==> src/sdhp_pkg.sv <==
// Purpose: shared constants and types for the serial descriptor and hid programming port
// Assumes: 16-bit words, descriptor bits sent lsb first
// Notes: none
package sdhp_pkg;
   localparam int SDHP_WORD_W = 16;
   localparam int SDHP_SEL_BIT = 11;
   localparam int SDHP_PTR_BIT = 9;
   localparam int SDHP_DESC_BITS = 456;
   localparam int SDHP_DESC_BYTES = SDHP_DESC_BITS / 8;
   localparam int SDHP_ADDR_W = 6;
   localparam int SDHP_FIFO_DEPTH = 16;
   localparam logic [7:0] SDHP_HID_RESET = 8'h00;
   localparam logic [3:0] SDHP_TOP_ZERO = 4'h0;

   typedef struct packed {
      logic [SDHP_ADDR_W-1:0] addr;
      logic [7:0] data;
   } sdhp_desc_wr_t;

   typedef enum logic [2:0] {
      SDHP_IDLE = 3'b001,
      SDHP_SHIFT = 3'b010,
      SDHP_DONE = 3'b100
   } sdhp_state_t;
endpackage

==> src/sdhp_fifo.sv <==
// Purpose: small flip-flop fifo with valid/ready on both sides
// Assumes: single clock
// Notes: depth is a power of two
`timescale 1ns/1ps
module sdhp_fifo #(
   parameter int WIDTH = 8,
   parameter int DEPTH = 16
) (
   input wire logic clk,
   input wire logic rst_n,
   input wire logic [WIDTH-1:0] in_data,
   input wire logic in_valid,
   output logic in_ready,
   output logic [WIDTH-1:0] out_data,
   output logic out_valid,
   input wire logic out_ready
);
   localparam int AW = $clog2(DEPTH);
   logic [WIDTH-1:0] mem_q [DEPTH];
   logic [AW:0] wr_q, wr_d, rd_q, rd_d;
   logic push, pop;

   always_comb
   begin
      push = in_valid && in_ready;
      pop = out_valid && out_ready;
      wr_d = push ? wr_q + 1'b1 : wr_q;
      rd_d = pop ? rd_q + 1'b1 : rd_q;
   end

   assign in_ready = !((wr_q[AW] != rd_q[AW]) && (wr_q[AW-1:0] == rd_q[AW-1:0]));
   assign out_valid = (wr_q != rd_q);
   assign out_data = mem_q[rd_q[AW-1:0]];

   always_ff @(posedge clk or negedge rst_n)
   begin
      if (!rst_n)
      begin
         wr_q <= '0;
         rd_q <= '0;
      end
      else
      begin
         wr_q <= wr_d;
         rd_q <= rd_d;
      end
   end

   always_ff @(posedge clk)
   begin
      if (push)
         mem_q[wr_q[AW-1:0]] <= in_data;
   end
endmodule // sdhp_fifo

==> src/sdhp_port.sv <==
// Purpose: write-only serial programming port for hid status and descriptor image
// Assumes: serial clock well below core_clk, sampled through two flip-flops
// Notes: descriptor bytes leave through a fifo toward the descriptor store
//
// How it works
// - bit 11 selects hid or descriptor word
// - d7..d4: mute, vol up, vol down, next
// - d3..d0: prev, stop, play, extended
// - descriptor byte stored with d0 as lsb
// - pointer bit clears descriptor address counter in hid words; descriptor words with it set are ignored
// - select low, pointer high: reset and hid
// - descriptor writes and pointer reset only with both enable pins high; hid words taken whatever the pins once 16 bits have arrived
`timescale 1ns/1ps
module sdhp_port
   import sdhp_pkg::*;
#(
   parameter int DESC_BYTES = SDHP_DESC_BYTES,
   parameter int FIFO_DEPTH = SDHP_FIFO_DEPTH
) (
   input wire logic core_clk,
   input wire logic rst_n,
   input wire logic serial_clock_in,
   input wire logic serial_data_in,
   input wire logic word_select_strobe,
   input wire logic power_source_sel,
   input wire logic descriptor_source_sel,
   output logic [7:0] hid_status,
   output logic hid_update,
   output logic [SDHP_ADDR_W-1:0] desc_addr,
   output logic desc_wr_valid,
   output logic [SDHP_ADDR_W+7:0] desc_wr,
   input wire logic desc_wr_ready,
   output logic desc_complete
);
   // two flops per pin before any logic reads it, a third stage finds edges
   logic [2:0] sck_q, sck_d;
   logic [2:0] sel_q, sel_d;
   logic [1:0] sdi_q, sdi_d;
   logic [SDHP_WORD_W-1:0] shreg_q, shreg_d;
   logic [4:0] cnt_q, cnt_d;
   sdhp_state_t st_q, st_d;
   logic [7:0] hid_q, hid_d;
   logic hid_upd_q, hid_upd_d;
   logic [SDHP_ADDR_W-1:0] addr_q, addr_d;
   logic done_q, done_d;
   logic prog_en_q, prog_en_d;
   logic [1:0] psel_q, psel_d;
   logic [1:0] dsel_q, dsel_d;
   sdhp_desc_wr_t fifo_in;
   logic fifo_in_valid, fifo_in_ready;
   logic [SDHP_ADDR_W+7:0] fifo_out;
   logic fifo_out_valid;
   logic [SDHP_ADDR_W+7:0] dwr_q, dwr_d;
   logic dval_q, dval_d;
   logic sck_rise, sel_rise, sel_fall, word_ok, sel_bit, ptr_bit;

   // bit reversal: word bit 7 carries d0
   function automatic logic [7:0] sdhp_rev8(input logic [7:0] v);
      logic [7:0] r;
      r = '0;
      for (int i = 0; i < 8; i++)
         r[i] = v[7-i];
      return r;
   endfunction

   always_comb
   begin
      sck_d = {sck_q[1:0], serial_clock_in};
      sel_d = {sel_q[1:0], word_select_strobe};
      sdi_d = {sdi_q[0], serial_data_in};
      psel_d = {psel_q[0], power_source_sel};
      dsel_d = {dsel_q[0], descriptor_source_sel};
      sck_rise = sck_q[1] && !sck_q[2];
      sel_rise = sel_q[1] && !sel_q[2];
      sel_fall = !sel_q[1] && sel_q[2];
      sel_bit = shreg_q[SDHP_SEL_BIT];
      ptr_bit = shreg_q[SDHP_PTR_BIT];
      word_ok = (cnt_q == 5'(SDHP_WORD_W));
      // each source pin synchronised on its own before they are combined
      prog_en_d = psel_q[1] && dsel_q[1];
      st_d = st_q;
      shreg_d = shreg_q;
      cnt_d = cnt_q;
      hid_d = hid_q;
      hid_upd_d = 1'b0;
      addr_d = addr_q;
      done_d = done_q;
      // next descriptor byte toward the fifo
      fifo_in.addr = addr_q;
      fifo_in.data = sdhp_rev8(shreg_q[7:0]);
      fifo_in_valid = 1'b0;
      case (st_q)
         SDHP_IDLE:
         begin
            if (sel_fall)
            begin
               cnt_d = '0;
               st_d = SDHP_SHIFT;
            end
         end
         SDHP_SHIFT:
         begin
            if (sel_rise)
               st_d = SDHP_DONE;
            else if (sck_rise)
            begin
               shreg_d = {shreg_q[SDHP_WORD_W-2:0], sdi_q[1]};
               if (cnt_q != 5'(SDHP_WORD_W))
                  cnt_d = cnt_q + 5'h01;
            end
         end
         SDHP_DONE:
         begin
            st_d = SDHP_IDLE;
            if (word_ok && !sel_bit)
            begin
               hid_d = sdhp_rev8(shreg_q[7:0]);
               hid_upd_d = 1'b1;
               if (ptr_bit && prog_en_q)
               begin
                  addr_d = '0;
                  done_d = 1'b0;
               end
            end
            else if (word_ok && sel_bit && !ptr_bit && prog_en_q && !done_q)
            begin
               if (fifo_in_ready)
               begin
                  fifo_in_valid = 1'b1;
                  if (addr_q == SDHP_ADDR_W'(DESC_BYTES - 1))
                     done_d = 1'b1;
                  else
                     addr_d = addr_q + 1'b1;
               end
               else
                  // a full fifo holds the byte here until a slot frees
                  st_d = SDHP_DONE;
            end
         end
         default:
            st_d = SDHP_IDLE;
      endcase
      // output stage toward the descriptor store
      dval_d = dval_q;
      dwr_d = dwr_q;
      if (!dval_q || desc_wr_ready)
      begin
         dval_d = fifo_out_valid;
         dwr_d = fifo_out;
      end
   end

   // byte buffer between the serial side and the store
   sdhp_fifo #(
      .WIDTH(SDHP_ADDR_W + 8),
      .DEPTH(FIFO_DEPTH)
   ) u_fifo (
      .clk(core_clk),
      .rst_n(rst_n),
      .in_data(fifo_in),
      .in_valid(fifo_in_valid),
      .in_ready(fifo_in_ready),
      .out_data(fifo_out),
      .out_valid(fifo_out_valid),
      .out_ready(!dval_q || desc_wr_ready)
   );

   // registers only, next values come from the process above
   always_ff @(posedge core_clk or negedge rst_n)
   begin
      if (!rst_n)
      begin
         sck_q <= '0;
         sel_q <= 3'h7;
         sdi_q <= '0;
         psel_q <= '0;
         dsel_q <= '0;
         prog_en_q <= 1'b0;
         shreg_q <= '0;
         cnt_q <= '0;
         st_q <= SDHP_IDLE;
         hid_q <= SDHP_HID_RESET;
         hid_upd_q <= 1'b0;
         addr_q <= '0;
         done_q <= 1'b0;
         dval_q <= 1'b0;
         dwr_q <= '0;
      end
      else
      begin
         sck_q <= sck_d;
         sel_q <= sel_d;
         sdi_q <= sdi_d;
         psel_q <= psel_d;
         dsel_q <= dsel_d;
         prog_en_q <= prog_en_d;
         shreg_q <= shreg_d;
         cnt_q <= cnt_d;
         st_q <= st_d;
         hid_q <= hid_d;
         hid_upd_q <= hid_upd_d;
         addr_q <= addr_d;
         done_q <= done_d;
         dval_q <= dval_d;
         dwr_q <= dwr_d;
      end
   end

   // every output straight from a flop
   assign hid_status = hid_q;
   assign hid_update = hid_upd_q;
   assign desc_addr = addr_q;
   assign desc_wr_valid = dval_q;
   assign desc_wr = dwr_q;
   assign desc_complete = done_q;
endmodule // sdhp_port

==> config.mk <==
export PLATFORM = sky130hd
export DESIGN_NAME = sdhp_port
export DESIGN_NICKNAME = d
export VERILOG_FILES = /design/src/sdhp_pkg.sv /design/src/sdhp_fifo.sv /design/src/sdhp_port.sv
export SDC_FILE = /design/constraint.sdc
export NUM_CORES = 1
export LEC_CHECK = 0
export BUFFER_PORTS_ARGS = -buffer_cell sky130_fd_sc_hd__buf_2
export CAP_MARGIN = 20
export CORE_MARGIN = 5
export CORE_UTILIZATION = 58
export CTS_BUF_LIST = sky130_fd_sc_hd__clkbuf_8
export CTS_CLUSTER_DIAMETER = 40
export DETAILED_ROUTE_END_ITERATION = 10
export GPL_ROUTABILITY_DRIVEN = 1
export PLACE_DENSITY = 0.81
export SLEW_MARGIN = 15
export SYNTH_ARGS = -nofsm -noshare
export SYNTH_HDL_FRONTEND = slang
export SYNTH_SLANG_ARGS = --single-unit
==> constraint.sdc <==
create_clock -name core_clk -period 3 [get_ports core_clk]
set_input_delay 0.6 -clock core_clk [delete_from_list [all_inputs] [get_ports core_clk]]
set_output_delay 0.6 -clock core_clk [all_outputs]
set_load 0.05 [all_outputs]
==> metrics.log <==
INFO  metric synth.distinct_cells = 50
INFO  metric cts.root.buffer_cell = sky130_fd_sc_hd__clkbuf_8
INFO  metric die_width = 152 um
INFO  metric cts_resized = 0
INFO  metric routed_wire_length_per_instance = 22.9 um
INFO  metric netlist_area = 11,600 um^2
INFO  metric layout-area-overhead-vs-synth = 12.1%
INFO  metric design_power_total = 9.94 mW
INFO  metric synth_edf_count = 224
INFO  metric route.vias.total = 5,898
INFO  metric grt_max_degree = 75
INFO  metric number_of_detailed_routing_iterations_run_before_antenna_repair = 4
INFO  metric floorplan.initialDensity = 59.4%
INFO  metric drtAntennaViolNets = 0
INFO  metric clk_path_buf_depth = 3
INFO  metric antenna_found_initial = 0
INFO  metric timing.reg2reg.worst_path_depth = 7
INFO  metric detailedRoute.firstIterationViolations = 509
INFO  metric fin_ws = 0.459 ns
INFO  metric critical_path.max_fanout = 18
INFO  metric last_weighted_congestion_value_of_the_routability_driven_placer = 0.798
INFO  metric synth_sequential_area_ratio = 73.8%
INFO  metric worst_hold_path.num_cells = 1
INFO  metric globalRouteTotalUtil = 20.8%
INFO  metric max_freq = 0.394 GHz
INFO  metric crit_path_end_kind = register
INFO  metric hold_path_startpoint = descriptor_source_sel
INFO  metric number_of_synthesis_warnings = 0
INFO  metric tritoncts = done
INFO  metric post_cts_repair_timing_setup_buffer_count = 0
INFO  metric num_antenna_cells = 0
INFO  metric layout_worst_path_cycle_share = 84.7%
INFO  metric core-area = 19,600 um^2
INFO  metric setup_violations = 0
INFO  metric place.port_buffers = 38
INFO  metric min_path_type = in2reg
INFO  metric htree_levels = 2
INFO  metric finalHoldViolations = 0
INFO  metric place_ws = 0.474 ns
INFO  metric timing.hold.ws = 0.168 ns
INFO  metric power_density = 762 nW/um^2
INFO  metric clk_pin_slew_worst_paths = 0.06 ns
INFO  metric grt_pass1_wl = 35.7 mm
INFO  metric rsz_0062_raised_after_global_routing = false
INFO  metric num_rows = 51
INFO  metric count_of_unresolved_drc_violations_after_routing = 0
INFO  metric nNetsFinal = 697
INFO  metric global_route.overflow_total = 0
INFO  metric worst-setup-path-type = reg2reg
INFO  metric holdBufCountCts = 0
INFO  metric dieHeight = 152 um
INFO  metric syn-mean-instance-area = 19.0 um^2
INFO  metric worst_ep_required_time = 3.16 ns
INFO  metric layoutNonFillerInstCount = 982
INFO  metric postLayoutCellArea = 13,000 um^2
INFO  metric timing.rr.end = u_fifo.mem_q[15][6]$_DFFE_PP_
INFO  metric layout.core_utilization = 66.6%
INFO  metric finClkSkew = 0.0150 ns
INFO  metric cellLeakagePower = 4.50 nW
INFO  metric drive_above_1_share = 30.0%
INFO  metric rrSetupSlack = 0.46 ns
INFO  metric top_level_ports = 39
INFO  metric cap_viol_max_count = 0
INFO  metric design.die.area = 23,000 um^2
INFO  metric route.detailed.vias_per_inst = 6.01
INFO  metric finalCriticalPeriod = 2.54 ns
INFO  metric mappedNetlistNets = 628
INFO  metric netlist_instances = 611
INFO  metric worst_slew_pin_slew = 0.995 ns
INFO  metric detailed_place_hpwl = 13.9 mm
INFO  metric max_slew_headroom = 33.7%
INFO  metric outcome = complete, no violations
INFO  metric post_dp_cell_area = 12,100 um^2
INFO  metric maxSlewViolCount = 0
INFO  metric crit_arrival = 2.70 ns
INFO  metric ir_worst_vdd = 0.000472 V
INFO  metric synth-seq-cells = 298
INFO  metric number_of_clock_buffers_inserted_by_tritoncts = 46
INFO  metric final.setup.tns = 0 ns
INFO  metric aggregate_routed_wire_length = 22.5 mm
INFO  metric postSynth.asyncResetShare = 24.8%
INFO  metric worst_r2r_startpoint = cnt_q[0]$_DFFE_PN0P_
INFO  metric sequence_of_cells_on_the_critical_path = inv_1, ha_1, and4bb_2, nand3_1, a21oi_1, buf_4, and3_1
INFO  metric critical-path-max-stage-delay = 0.79 ns
INFO  metric postSynth.topFlopCell = sky130_fd_sc_hd__edfxtp_1
INFO  metric clkSinkCount = 298
INFO  metric placed_cells = 897
INFO  metric hold_path_end = dsel_q[0]$_DFF_PN0_
INFO  metric insertion_delay_to_the_later_sink_of_the_worst_skew_pair = 0.54 ns
INFO  metric critical_path.startpoint_type = register
INFO  metric first_global_vias = 6,198
INFO  metric timing.critical_path.slowest_stage_cell = sky130_fd_sc_hd__and3_1
-- final cells by class --
| type | count | area (um^2) |
|---|---|---|
| Sequential cell | 298 | 8590 |
| Fill cell | 1288 | 6550 |
| Multi-Input combinational cell | 275 | 2900 |
| Clock buffer | 51 | 702 |
| Tap cell | 265 | 332 |
| Timing Repair Buffer | 50 | 295 |
| Clock inverter | 34 | 193 |
| Inverter | 9 | 33.8 |
-- report_power, final --
group / switching [mW] / total (mW) / leakage [nW] / internal [mW]
sequential: 0.194 / 4.82 / 2.76 / 4.63
clock: 1.48 / 3.21 / 0.509 / 1.74
combinational: 1.20 / 1.91 / 1.23 / 0.702
-- sequential cells by signal (all words and copies together) (netlist names), 5 cells and up --
name / count
u_fifo.mem_q: 224
hid_status: 8
u_fifo.wr_q: 5
desc_wr: 14
desc_addr: 6
u_fifo.rd_q: 5
shreg_q: 12
cnt_q: 5
-- synth_stat cells (all sizes together), types with 3 or more instances --
cell type | instances | area, um^2
a211oi | 14 | 105
a21oi | 6 | 30.0
and2 | 4 | 25.0
and3 | 20 | 125
buf | 12 | 55.1
clkbuf | 17 | 63.8
dfrtp | 70 | 1750
dfstp | 4 | 105
edfxtp | 224 | 6730
ha | 9 | 113
inv | 9 | 33.8
mux2 | 35 | 394
mux4 | 56 | 1260
nand2 | 13 | 48.8
nand2b | 4 | 25.0
nand3 | 8 | 40.0
nand4 | 3 | 18.8
nor2 | 17 | 63.8
nor2b | 20 | 125
nor3b | 3 | 33.8
o21ai | 6 | 30.0
o22ai | 14 | 87.6
xnor2 | 6 | 52.6
xor2 | 9 | 78.8
-- cell usage in the layout (no fill, tap or decap), drive strengths merged, types with 2 or more instances in the layout --
| cell type | count |
|---|---|
| nand2b | 4 |
| clkinv | 18 |
| nor3 | 2 |
| o21ai | 6 |
| buf | 50 |
| dfrtp | 70 |
| ha | 9 |
| a211o | 2 |
| and2 | 4 |
| nor2b | 20 |
| a211oi | 14 |
| nand3 | 8 |
| xnor2 | 6 |
| clkbuf | 51 |
| dfstp | 4 |
| mux4 | 56 |
| bufinv | 2 |
| or3 | 2 |
| edfxtp | 224 |
| mux2 | 35 |
| nand4 | 3 |
| a21oi | 6 |
| nor2 | 17 |
| nand2 | 13 |
| xor2 | 9 |
| o22ai | 14 |
| and3 | 20 |
| nand3b | 2 |
| nor3b | 3 |
| inv | 22 |
-- worst max-delay path: cells and delay by family, from the launching register on --
kind | cells | cell delay [ns]
DFF | 1 | 0.42
AOI/OAI and AO/OA | 1 | 0.13
adders and majority gates | 1 | 0.14
buffers and inverters | 2 | 0.31
and+or+nand+nor | 3 | 1.16
-- per-layer routing --
metal	GRT usage, %	share of wire [%]
met5	0	0
met4	5.17	1.5
met3	3.90	7.4
met2	34.2	50
met1	29.5	41
-- worst max path at each step --
| stage | startpoint | end | slack, ns | cells after the start |
|---|---|---|---|---|
| floorplan | desc_complete$_DFFE_PN0P_ | u_fifo.mem_q[3][0]$_DFFE_PP_ | 0.32 | 6 |
| global placement | cnt_q[0]$_DFFE_PN0P_ | u_fifo.mem_q[5][12]$_DFFE_PP_ | 0.58 | 8 |
| detailed placement | cnt_q[0]$_DFFE_PN0P_ | u_fifo.mem_q[15][5]$_DFFE_PP_ | 0.47 | 7 |
| CTS | cnt_q[0]$_DFFE_PN0P_ | u_fifo.mem_q[15][6]$_DFFE_PP_ | 0.46 | 7 |
| global route | cnt_q[0]$_DFFE_PN0P_ | u_fifo.mem_q[4][10]$_DFFE_PP_ | 0.31 | 8 |
| finish | cnt_q[0]$_DFFE_PN0P_ | u_fifo.mem_q[15][6]$_DFFE_PP_ | 0.46 | 7 |
-- cells by family (layout without fill, tap and decap cells) --
kind of cell,count (synthesis),count (layout),share of synthesized area (%)
flip-flops,298,298,73.8
buffers and inverters,38,144,1.31
AND/OR/NAND/NOR,106,106,5.37
AO/OA/AOI/OAI,53,53,3.11
adder cells (fa/ha/maj),9,9,0.968
multiplexers,92,92,14.3
XOR/XNOR,15,15,1.13
Power figures use the tool's default switching activity.
